`src/ascc_pkg.sv`:
```
// Package of register offsets, field positions and reset values for the serial control block.
package ascc_pkg;
  // Word byte addresses of the registers on the bus.
  localparam logic [3:0] ADDR_CTRL_ONE = 4'h0;
  localparam logic [3:0] ADDR_CTRL_TWO = 4'h4;
  localparam logic [3:0] ADDR_CTRL_THREE = 4'h8;
  localparam logic [3:0] ADDR_STATUS_ONE = 4'hC;
  localparam int ADDR_W = 4;
  // Control one field positions.
  localparam int C1_PTY = 0;
  localparam int C1_PEN = 1;
  localparam int C1_WAKE = 3;
  localparam int C1_M = 4;
  localparam int C1_ENA = 6;
  // Control two field positions.
  localparam int C2_SBK = 0;
  localparam int C2_RWU = 1;
  localparam int C2_RE = 2;
  localparam int C2_TE = 3;
  localparam int C2_IDLE_LINE_IRQ_EN = 4;
  localparam int C2_RIE = 5;
  localparam int C2_TX_DONE_IRQ_EN = 6;
  localparam int C2_TIE = 7;
  // Control three field positions.
  localparam int C3_PARITY_ERR_IRQ_EN = 0;
  localparam int C3_FRAMING_IRQ_EN = 1;
  localparam int C3_NOISE_IRQ_EN = 2;
  localparam int C3_OVERRUN_IRQ_EN = 3;
  localparam int C3_DTE = 4;
  localparam int C3_DRE = 5;
  localparam int C3_T8 = 6;
  localparam int C3_R8 = 7;
  // Status one field positions.
  localparam int S1_PE = 0;
  localparam int S1_FE = 1;
  localparam int S1_NF = 2;
  localparam int S1_OR = 3;
  localparam int S1_IDLE = 4;
  localparam int S1_RF = 5;
  localparam int S1_TC = 6;
  localparam int S1_TE = 7;
  // Reset values of the writable registers.
  localparam logic [7:0] CTRL_RESET = 8'h00;
  // Frame lengths in bit times.
  localparam logic [3:0] FRAME_SHORT = 4'hA;
  localparam logic [3:0] FRAME_LONG = 4'hB;
  // Bit period in clock cycles.
  localparam int BIT_CYCLES = 16;
  // Transmit line states.
  typedef enum logic [1:0] {TX_IDLE, TX_PRE, TX_DATA, TX_BREAK} ascc_tx_e;
endpackage

```
`src/ascc_shifter.sv`:
```
// Transmit shift register with bit timing for the serial control block.
`timescale 1ns/10ps
`default_nettype none
module ascc_shifter #(
  parameter int BITS = 16 // Clock cycles per bit.
) (
  input wire logic ref_clk_i, // Clock.
  input wire logic rst_i, // Synchronous reset.
  input wire logic load_i, // Load a frame pulse.
  input wire logic [10:0] frame_i, // Frame, LSB first.
  input wire logic [3:0] len_i, // Frame length in bits.
  output logic busy_o, // Frame in progress.
  output logic line_o // Serial line level.
);
  logic [10:0] sh_reg; // Remaining bits.
  logic [3:0] cnt_reg; // Bits left.
  logic [15:0] tick_reg; // Bit timer.

  // Shifts one bit per bit period; the line idles high.
  always_ff @(posedge ref_clk_i) begin
    if (rst_i) begin
      sh_reg <= 11'h7FF;
      cnt_reg <= 4'h0;
      tick_reg <= 16'h0000;
      busy_o <= 1'b0;
      line_o <= 1'b1;
    end else if (load_i && !busy_o) begin
      sh_reg <= {1'b1, frame_i[10:1]};
      line_o <= frame_i[0];
      cnt_reg <= len_i;
      tick_reg <= 16'(BITS - 1);
      busy_o <= 1'b1;
    end else if (busy_o) begin
      if (tick_reg != 16'h0000) begin
        tick_reg <= tick_reg - 16'h0001;
      end else if (cnt_reg == 4'h1) begin
        busy_o <= 1'b0;
        line_o <= 1'b1;
      end else begin
        line_o <= sh_reg[0];
        sh_reg <= {1'b1, sh_reg[10:1]};
        cnt_reg <= cnt_reg - 4'h1;
        tick_reg <= 16'(BITS - 1);
      end
    end
  end
endmodule
`default_nettype wire

```
`src/ascc_top.sv`:
```
// Control and configuration logic of an asynchronous serial interface.
`timescale 1ns/10ps
`default_nettype none
module ascc_top
  import ascc_pkg::*;
#(
  parameter int BIT_CYC = ascc_pkg::BIT_CYCLES // Clock cycles per bit.
) (
  input wire logic ref_clk_i, // Clock, 200 MHz.
  input wire logic rst_i, // Synchronous reset, active high.
  input wire logic wb_cyc_i, // Bus cycle.
  input wire logic wb_stb_i, // Bus strobe.
  input wire logic wb_we_i, // Bus write.
  input wire logic [ascc_pkg::ADDR_W-1:0] wb_adr_i, // Byte address.
  input wire logic [3:0] wb_sel_i, // Byte selects.
  input wire logic [31:0] wb_dat_i, // Write data.
  output logic [31:0] wb_dat_o, // Read data.
  output logic wb_ack_o, // Acknowledge.
  input wire logic [7:0] tx_data_i, // Data register contents to send.
  input wire logic tx_data_valid_i, // Data register holds a character.
  output logic tx_data_taken_o, // Pulse: data moved to shifter.
  input wire logic rx_load_i, // Pulse: received character moved to data.
  input wire logic [8:0] rx_char_i, // Received character bits.
  input wire logic rx_full_flag_i, // Receiver full flag.
  input wire logic rx_idle_flag_i, // Receiver idle flag.
  input wire logic rx_idle_wake_i, // Pulse: idle character seen.
  input wire logic overrun_flag_i, // Receiver overrun flag.
  input wire logic noise_flag_i, // Noise flag.
  input wire logic framing_flag_i, // Framing flag.
  input wire logic parity_err_flag_i, // Parity error flag.
  output logic tx_line_o, // Transmit line.
  output logic rx_on_o, // Receiver enabled and module on.
  output logic parity_odd_o, // Parity type for the receiver checker.
  output logic tx_irq_o, // Transmitter request.
  output logic rx_irq_o, // Receiver request.
  output logic err_irq_o // Error request.
);
  ////////////////////////////////////////////////////////////////////////////
  // Registers and state.
  logic [7:0] ctrl1_reg; // Control one.
  logic [7:0] ctrl2_reg; // Control two.
  logic [5:0] ctrl3_reg; // Control three writable low bits.
  logic tx_ninth_bit_reg; // Ninth transmit bit, not reset.
  logic rx_ninth_bit_reg; // Ninth received bit, not reset.
  logic tx_empty_flag_reg; // Transmit empty flag.
  logic tx_done_flag_reg; // Transmission complete flag.
  logic idle_pending_reg; // Idle character queued.
  logic break_pending_reg; // One break owed after a toggle.
  logic te_prev_reg; // Last transmitter enable.
  ascc_tx_e tx_state_reg; // Transmit sequencer.
  logic load_reg; // Shifter load strobe.
  logic [10:0] frame_reg; // Frame for the shifter.
  logic shifter_busy; // Shifter active.
  logic shifter_line; // Shifter line.
  logic hit; // Bus request.
  logic [7:0] rd_byte; // Read mux.
  logic wr; // Write taken.
  logic long_fmt; // Eleven bit frame.
  logic module_enable;
  logic tx_enable;
  logic send_break;
  logic rx_standby;
  logic [8:0] payload; // Nine character bits.
  logic parity_bit;

  assign module_enable = ctrl1_reg[C1_ENA];
  assign tx_enable = ctrl2_reg[C2_TE];
  assign send_break = ctrl2_reg[C2_SBK];
  assign rx_standby = ctrl2_reg[C2_RWU];
  assign long_fmt = ctrl1_reg[C1_M];
  assign hit = wb_cyc_i && wb_stb_i && !wb_ack_o;
  assign wr = hit && wb_we_i && wb_sel_i[0];

  ////////////////////////////////////////////////////////////////////////////
  // Bus slave: ack one cycle after the request, low for one cycle after.
  always_ff @(posedge ref_clk_i) begin
    if (rst_i) begin
      wb_ack_o <= 1'b0;
      wb_dat_o <= 32'h0000_0000;
    end else begin
      wb_ack_o <= hit;
      wb_dat_o <= {24'h00_0000, rd_byte};
    end
  end

  // Read mux; unmapped addresses read zero.
  always_comb begin
    rd_byte = 8'h00;
    case (wb_adr_i)
      ADDR_CTRL_ONE: rd_byte = ctrl1_reg;
      ADDR_CTRL_TWO: rd_byte = ctrl2_reg;
      ADDR_CTRL_THREE: rd_byte = {rx_ninth_bit_reg, tx_ninth_bit_reg, ctrl3_reg};
      ADDR_STATUS_ONE: begin
        rd_byte[S1_TE] = tx_empty_flag_reg;
        rd_byte[S1_TC] = tx_done_flag_reg;
        rd_byte[S1_RF] = rx_full_flag_i;
        rd_byte[S1_IDLE] = rx_idle_flag_i;
        rd_byte[S1_OR] = overrun_flag_i;
        rd_byte[S1_NF] = noise_flag_i;
        rd_byte[S1_FE] = framing_flag_i;
        rd_byte[S1_PE] = parity_err_flag_i;
      end
      default: rd_byte = 8'h00;
    endcase
  end

  ////////////////////////////////////////////////////////////////////////////
  // Control one: format, parity, wake select, module enable.
  always_ff @(posedge ref_clk_i) begin
    if (rst_i) begin
      ctrl1_reg <= CTRL_RESET;
    end else if (wr && wb_adr_i == ADDR_CTRL_ONE) begin
      ctrl1_reg <= wb_dat_i[7:0];
    end
  end

  // Control two; hardware clears standby on the selected wake condition.
  always_ff @(posedge ref_clk_i) begin
    if (rst_i) begin
      ctrl2_reg <= CTRL_RESET;
    end else if (wr && wb_adr_i == ADDR_CTRL_TWO) begin
      ctrl2_reg <= wb_dat_i[7:0];
    end else if (rx_standby && ctrl1_reg[C1_WAKE] && rx_load_i
                 && (long_fmt ? rx_char_i[8] : rx_char_i[7])) begin
      ctrl2_reg[C2_RWU] <= 1'b0;
    end else if (rx_standby && !ctrl1_reg[C1_WAKE] && rx_idle_wake_i) begin
      ctrl2_reg[C2_RWU] <= 1'b0;
    end
  end

  // Control three: enables reset, ninth transmit bit unaffected by reset.
  always_ff @(posedge ref_clk_i) begin
    if (rst_i) begin
      ctrl3_reg <= 6'h00;
    end else if (wr && wb_adr_i == ADDR_CTRL_THREE) begin
      ctrl3_reg <= wb_dat_i[5:0];
    end
  end

  // Ninth transmit bit holds through reset.
  always_ff @(posedge ref_clk_i) begin
    if (wr && wb_adr_i == ADDR_CTRL_THREE) begin
      tx_ninth_bit_reg <= wb_dat_i[C3_T8];
    end
  end

  // Ninth received bit is bit 8 or a copy of bit 7, with the data load.
  always_ff @(posedge ref_clk_i) begin
    if (rx_load_i) begin
      rx_ninth_bit_reg <= long_fmt ? rx_char_i[8] : rx_char_i[7];
    end
  end

  ////////////////////////////////////////////////////////////////////////////
  // Character assembly: parity replaces the most significant bit.
  always_comb begin
    payload = {tx_ninth_bit_reg, tx_data_i};
    parity_bit = 1'b0;
    if (ctrl1_reg[C1_PEN]) begin
      if (long_fmt) begin
        parity_bit = ^tx_data_i ^ ctrl1_reg[C1_PTY];
        payload[8] = parity_bit;
      end else begin
        parity_bit = ^tx_data_i[6:0] ^ ctrl1_reg[C1_PTY];
        payload[7] = parity_bit;
      end
    end
  end

  ////////////////////////////////////////////////////////////////////////////
  // Transmit sequencer: preamble, data, break and idle characters.
  always_ff @(posedge ref_clk_i) begin
    if (rst_i) begin
      tx_state_reg <= TX_IDLE;
      load_reg <= 1'b0;
      frame_reg <= 11'h7FF;
      tx_data_taken_o <= 1'b0;
      te_prev_reg <= 1'b0;
      idle_pending_reg <= 1'b0;
      break_pending_reg <= 1'b0;
    end else begin
      load_reg <= 1'b0;
      tx_data_taken_o <= 1'b0;
      te_prev_reg <= tx_enable;
      if (tx_enable && !te_prev_reg && shifter_busy) begin
        idle_pending_reg <= 1'b1;
      end
      if (wr && wb_adr_i == ADDR_CTRL_TWO && !send_break && wb_dat_i[C2_SBK]) begin
        break_pending_reg <= 1'b1;
      end
      case (tx_state_reg)
        TX_IDLE: begin
          if (module_enable && tx_enable && !te_prev_reg) begin
            tx_state_reg <= TX_PRE;
          end else if (module_enable && tx_enable) begin
            tx_state_reg <= TX_DATA;
          end
        end
        TX_PRE: begin
          if (!shifter_busy && !load_reg) begin
            load_reg <= 1'b1;
            tx_state_reg <= TX_DATA;
            if (send_break || break_pending_reg) begin
              frame_reg <= 11'h000;
              break_pending_reg <= 1'b0;
            end else begin
              frame_reg <= 11'h7FF;
            end
          end
        end
        TX_DATA: begin
          if (!shifter_busy && !load_reg) begin
            if (send_break || break_pending_reg) begin
              load_reg <= tx_enable;
              frame_reg <= 11'h000;
              break_pending_reg <= 1'b0;
            end else if (idle_pending_reg) begin
              load_reg <= 1'b1;
              frame_reg <= 11'h7FF;
              idle_pending_reg <= 1'b0;
            end else if (tx_enable && tx_data_valid_i) begin
              load_reg <= 1'b1;
              tx_data_taken_o <= 1'b1;
              frame_reg <= long_fmt ? {1'b1, payload, 1'b0}
                                    : {2'b11, payload[7:0], 1'b0};
            end else if (!tx_enable) begin
              tx_state_reg <= TX_IDLE;
            end
          end
        end
        default: tx_state_reg <= TX_IDLE;
      endcase
    end
  end

  // Shifter: the line is set high in the same cycle that a frame ends.
  ascc_shifter #(.BITS(BIT_CYC)) u_shift (
    .ref_clk_i(ref_clk_i),
    .rst_i(rst_i),
    .load_i(load_reg),
    .frame_i(frame_reg),
    .len_i(long_fmt ? FRAME_LONG : FRAME_SHORT),
    .busy_o(shifter_busy),
    .line_o(shifter_line)
  );

  ////////////////////////////////////////////////////////////////////////////
  // Transmit flags: module off forces both flags set; a waiting character clears empty; shifter activity clears done.
  always_ff @(posedge ref_clk_i) begin
    if (rst_i) begin
      tx_empty_flag_reg <= 1'b1;
      tx_done_flag_reg <= 1'b1;
    end else if (!module_enable) begin
      tx_empty_flag_reg <= 1'b1;
      tx_done_flag_reg <= 1'b1;
    end else begin
      if (wr && wb_adr_i == ADDR_CTRL_TWO) begin
        tx_empty_flag_reg <= tx_empty_flag_reg;
      end
      tx_empty_flag_reg <= !tx_data_valid_i || tx_data_taken_o;
      tx_done_flag_reg <= !shifter_busy && !load_reg && tx_state_reg != TX_PRE
                          && !(tx_enable && tx_data_valid_i);
    end
  end

  ////////////////////////////////////////////////////////////////////////////
  // Outputs and requests, all registered.
  always_ff @(posedge ref_clk_i) begin
    if (rst_i) begin
      tx_line_o <= 1'b1;
      rx_on_o <= 1'b0;
      parity_odd_o <= 1'b0;
      tx_irq_o <= 1'b0;
      rx_irq_o <= 1'b0;
      err_irq_o <= 1'b0;
    end else begin
      tx_line_o <= shifter_line;
      rx_on_o <= module_enable && ctrl2_reg[C2_RE];
      parity_odd_o <= ctrl1_reg[C1_PTY];
      tx_irq_o <= module_enable
                  && ((ctrl2_reg[C2_TIE] && tx_empty_flag_reg)
                  || (ctrl2_reg[C2_TX_DONE_IRQ_EN] && tx_done_flag_reg));
      rx_irq_o <= !rx_standby
                  && ((ctrl2_reg[C2_RIE] && rx_full_flag_i)
                  || (ctrl2_reg[C2_IDLE_LINE_IRQ_EN] && rx_idle_flag_i));
      err_irq_o <= (ctrl3_reg[C3_OVERRUN_IRQ_EN] && overrun_flag_i)
                   || (ctrl3_reg[C3_NOISE_IRQ_EN] && noise_flag_i)
                   || (ctrl3_reg[C3_FRAMING_IRQ_EN] && framing_flag_i)
                   || (ctrl3_reg[C3_PARITY_ERR_IRQ_EN] && parity_err_flag_i);
    end
  end
endmodule
`default_nettype wire

```
`config.mk`:
```
export PLATFORM = sky130hd
export DESIGN_NAME = ascc_top
export DESIGN_NICKNAME = d
export VERILOG_FILES = /design/src/ascc_pkg.sv /design/src/ascc_shifter.sv /design/src/ascc_top.sv
export SDC_FILE = /design/constraint.sdc
export NUM_CORES = 1
export LEC_CHECK = 0
export BUFFER_PORTS_ARGS = -buffer_cell sky130_fd_sc_hd__buf_2
export CAP_MARGIN = 10
export CORE_UTILIZATION = 23
export CTS_BUF_LIST = sky130_fd_sc_hd__clkbuf_8
export CTS_CLUSTER_SIZE = 20
export DETAILED_ROUTE_END_ITERATION = 7
export PLACE_DENSITY = 0.39
export REMOVE_ABC_BUFFERS = 1
export SLEW_MARGIN = 20
export SYNTH_ARGS = -nofsm -noshare
export SYNTH_HDL_FRONTEND = slang
export SYNTH_SLANG_ARGS = --single-unit
```
`constraint.sdc`:
```
create_clock -name ref_clk_i -period 3.8 [get_ports ref_clk_i]
set_input_delay 0.76 -clock ref_clk_i [delete_from_list [all_inputs] [get_ports ref_clk_i]]
set_output_delay 0.76 -clock ref_clk_i [all_outputs]
set_load 0.02 [all_outputs]
```
==> key figures <==
STA
  • Final setup vio count: 0
  • Worst-margin pin slew: around 0.81 ns
  • RSZ-0062 raised after global routing: false
  • Fin crit period: between 2 and 3 ns
  • Slew headroom: between 40% and 50%
  • Fmax: just under 400 MHz
  • Final TNS setup: 0 ns
  • Final Skew: 0.0159 ns
  • Max-slew violation count: 0
  • Endpoints failing hold: 0
  • Final worst-path cycle share: roughly 67%

Synthesis
  • Yosys top cell by area: dfxtp_1
  • Count of unique library cells instantiated by Yosys: 57
  • Post-Syn Instances: 497
  • Most frequent cell after synthesis: dfxtp_1
  • Syn avg cell area: between 8 and 9 sq um
  • Fraction of registers with async set/reset: 0%
  • Top cells by area, synth: dfxtp_1 40%, nor2_1 5.7%, mux2i_1 5.0%, buf_4 4.1%, a21oi_1 3.1%
  • Adder-Cell Fraction of Synth Area: slightly below 2%
  • Post-synthesis register bit count: 91
  • Synth Area in Compound Gates: between 15 and 20%
  • XOR/XNOR Fraction of Synth Area: 4.28%
  • Synth top cells by count: 89 x dfxtp_1, 67 x nor2_1, 28 x nand2_1
  • Multiplexer share of the synthesized area: slightly above 7%
  • Top-area cell type share of the netlist area: 40.3%
  • Most common flop cell mapped by yosys: dfxtp_1
  • Synth Area in Simple Gates: 19.5%
  • Cell area after synthesis: 0.00442 sq mm
  • Total number of yosys warnings: 0
  • EDFF count, synth: 2
  • Sequential area share after synthesis: 41.7%
  • Main combinational cell family by area after synthesis: simple AND/OR/NAND/NOR gates

Floorplanning
  • Starting density of the core: approximately a quarter
  • # rows: 50
  • Die X: 141 microns
  • Top Ports: around 110
  • Die area: 0.0198 sq mm
  • Die Ht: 141 microns
  • Core area: around 0.019 sq mm

Finish
  • Max FFs per register: 16
  • Final nets: about 620
  • Layout cells sized above 1: roughly a fifth
  • Area Growth Syn to Fin: 13.5%
  • N_diodes: 0

Worst hold path
  • Hold WC Path Type: reg2reg

Detailed routing
  • DRT Wirelength: roughly 11,000 microns
  • Vias per cell: 4.57
  • Drt wl/cell: around 14 microns
  • DRC violations left: 0
  • Number of nets with antenna violations after routing: 0
  • First drt pass iteration count: 4
  • Initial drt markers: about 130
  • Vias: ~3.6k

Critical path
  • CP max-delay cell: and4_1
  • CP Capture Type: register
  • Worst-path cell chain: nor4_1 > and4_1 > nand2_1 > a21oi_1 > o21bai_1
  • Max stage delay on crit path: roughly 0.72 ns
  • Data required time of the worst path: between 4 and 5 ns
  • Crit path DAT: 2.81 ns
  • Worst setup SP type: register
  • Crit Path Max Fanout: 15
  • Critical path class: reg2reg

Clock tree
  • Worst skew pair latency: approximately 0.38 ns
  • CTS Buf Count: 9
  • CTS max path bufs: 2
  • # hold bufs at CTS: 0
  • Post-CTS sizing: 0
  • CTS tree: yes
  • Clock Sinks: 91
  • CTS root buffer: clkbuf_8
  • H-tree Lvls: 3
  • Post-CTS setup buffer count: 0
  • Clock-pin transition on the worst setup and hold timing paths: ~0.10 ns

GRT
  • Initial antenna violation count: 0
  • GRT overflow: 0
  • GRT Overall Usage: approximately an eighth
  • First-pass GRT wire length: roughly 18,000 microns
  • Largest net degree at the start of global routing: 39
  • Vias in the first global route: approximately 3.4k

Placed design
  • Placer Congestion: about 0.74
  • Port bufs: 52
  • DP HPWL: between 7000 and 8000 microns

Power and ir drop
  • PnR Total Power: between 1.5 and 2 mW
  • Worst VDD drop: about 0.00013 V
  • Pwr/cell area: about 350 mW/mm^2
  • Leak: roughly 1.9 nW

Status
  • Status: completed

Flow run
  • Max-cap violations: 0
==> routing by layer <==
metal / share of wire [%] / wire length (microns) / GRT usage (%) / vias up
li1: - / - / - / 1807
met1: 47 / 5240 / 14.5 / 1675
met2: 47 / 5210 / 19.6 / 75
met3: 4.6 / 509 / 3.67 / 6
met4: 0.97 / 107 / 3.43 / 0
met5: 0 / 0 / 0 / -
==> area by class of cell <==
class                   count  area (sq um)
clock buffers              10           138
clock inverters             6          46.3
fillers                  2061         13800
inverters                  11          41.3
multi-input cells         366          2320
flip-flops and latches     91          1840
well taps                 234           293
repair buffers             62           335
==> cell usage in the layout, fill, tap and decap left out, types with 5 or more instances in the layout <==
cell      instances
buf_4            10
dfxtp_1          89
nor2b_1          10
a31o_2            9
conb_1           24
xnor2_1           7
or3_1             6
inv_1            11
o21ai_0          18
ha_1              7
nor4_1            5
clkbuf_8         10
o21bai_1         10
mux2i_1          22
mux2_2            9
a22oi_1          12
a31oi_1           5
a21oi_1          27
nand2_1          28
nand3_1           5
buf_2            52
a211o_1          10
nor3_1           19
xor2_1           12
nor2_1           67
==> stage by stage <==
step | area (sq um) | hold slack, ns | utilization, % | setup WS [ns] | std cells
2_1_floorplan | 4200 | 0.410 | - | 0.902 | 468
3_3_place_gp | 4830 | 0.430 | 25.8 | 1.16 | 764
3_5_place_dp | 4830 | 0.432 | 25.8 | 1.16 | 764
4_1_cts | 5020 | 0.462 | 26.7 | 1.22 | 780
5_1_grt | 5020 | 0.477 | 26.7 | 1.01 | 780
6_report | 5020 | 0.450 | 26.7 | 1.25 | 780
==> power breakdown <==
group,internal [mW],total [mW],switching (mW),leakage [nW]
Clock,0.260,0.636,0.376,0.0893
Sequential,0.974,0.984,0.00960,0.738
Combinational,0.0621,0.159,0.0973,1.09
Total,1.30,1.78,0.483,1.92
==> critical path, delay by kind of cell (launching register included) <==
family / cells / cell delay (ns)
compound gates: 2 / 0.33
simple gates: 3 / 1.72
flops: 1 / 0.37
==> path summary, 6_finish.rpt <==
check / endpoint / cells after the start / slack, ns / startpoint
worst max-delay path: u_shift.sh_reg[6] / 5 / 1.25 / u_shift.tick_reg[11]
worst min-delay path: wb_ack_o / 1 / 0.45 / wb_ack_o
worst max register to register: u_shift.sh_reg[6] / 5 / 1.25 / u_shift.tick_reg[11]
worst min register to register: wb_ack_o / 1 / 0.45 / wb_ack_o
==> cell families (layout without fill, tap and decap cells) <==
| group | after synthesis | count (layout) |
|---|---|---|
| adders and majority gates | 7 | 7 |
| AOI/OAI and AO/OA | 113 | 113 |
| and+or+nand+nor | 171 | 171 |
| muxes | 31 | 31 |
| DFF | 91 | 91 |
| buffers and inverters | 63 | 89 |
| xor gates and xnor gates | 20 | 20 |
| other | 1 | 24 |
No activity file was read; power rests on OpenSTA's default activity.
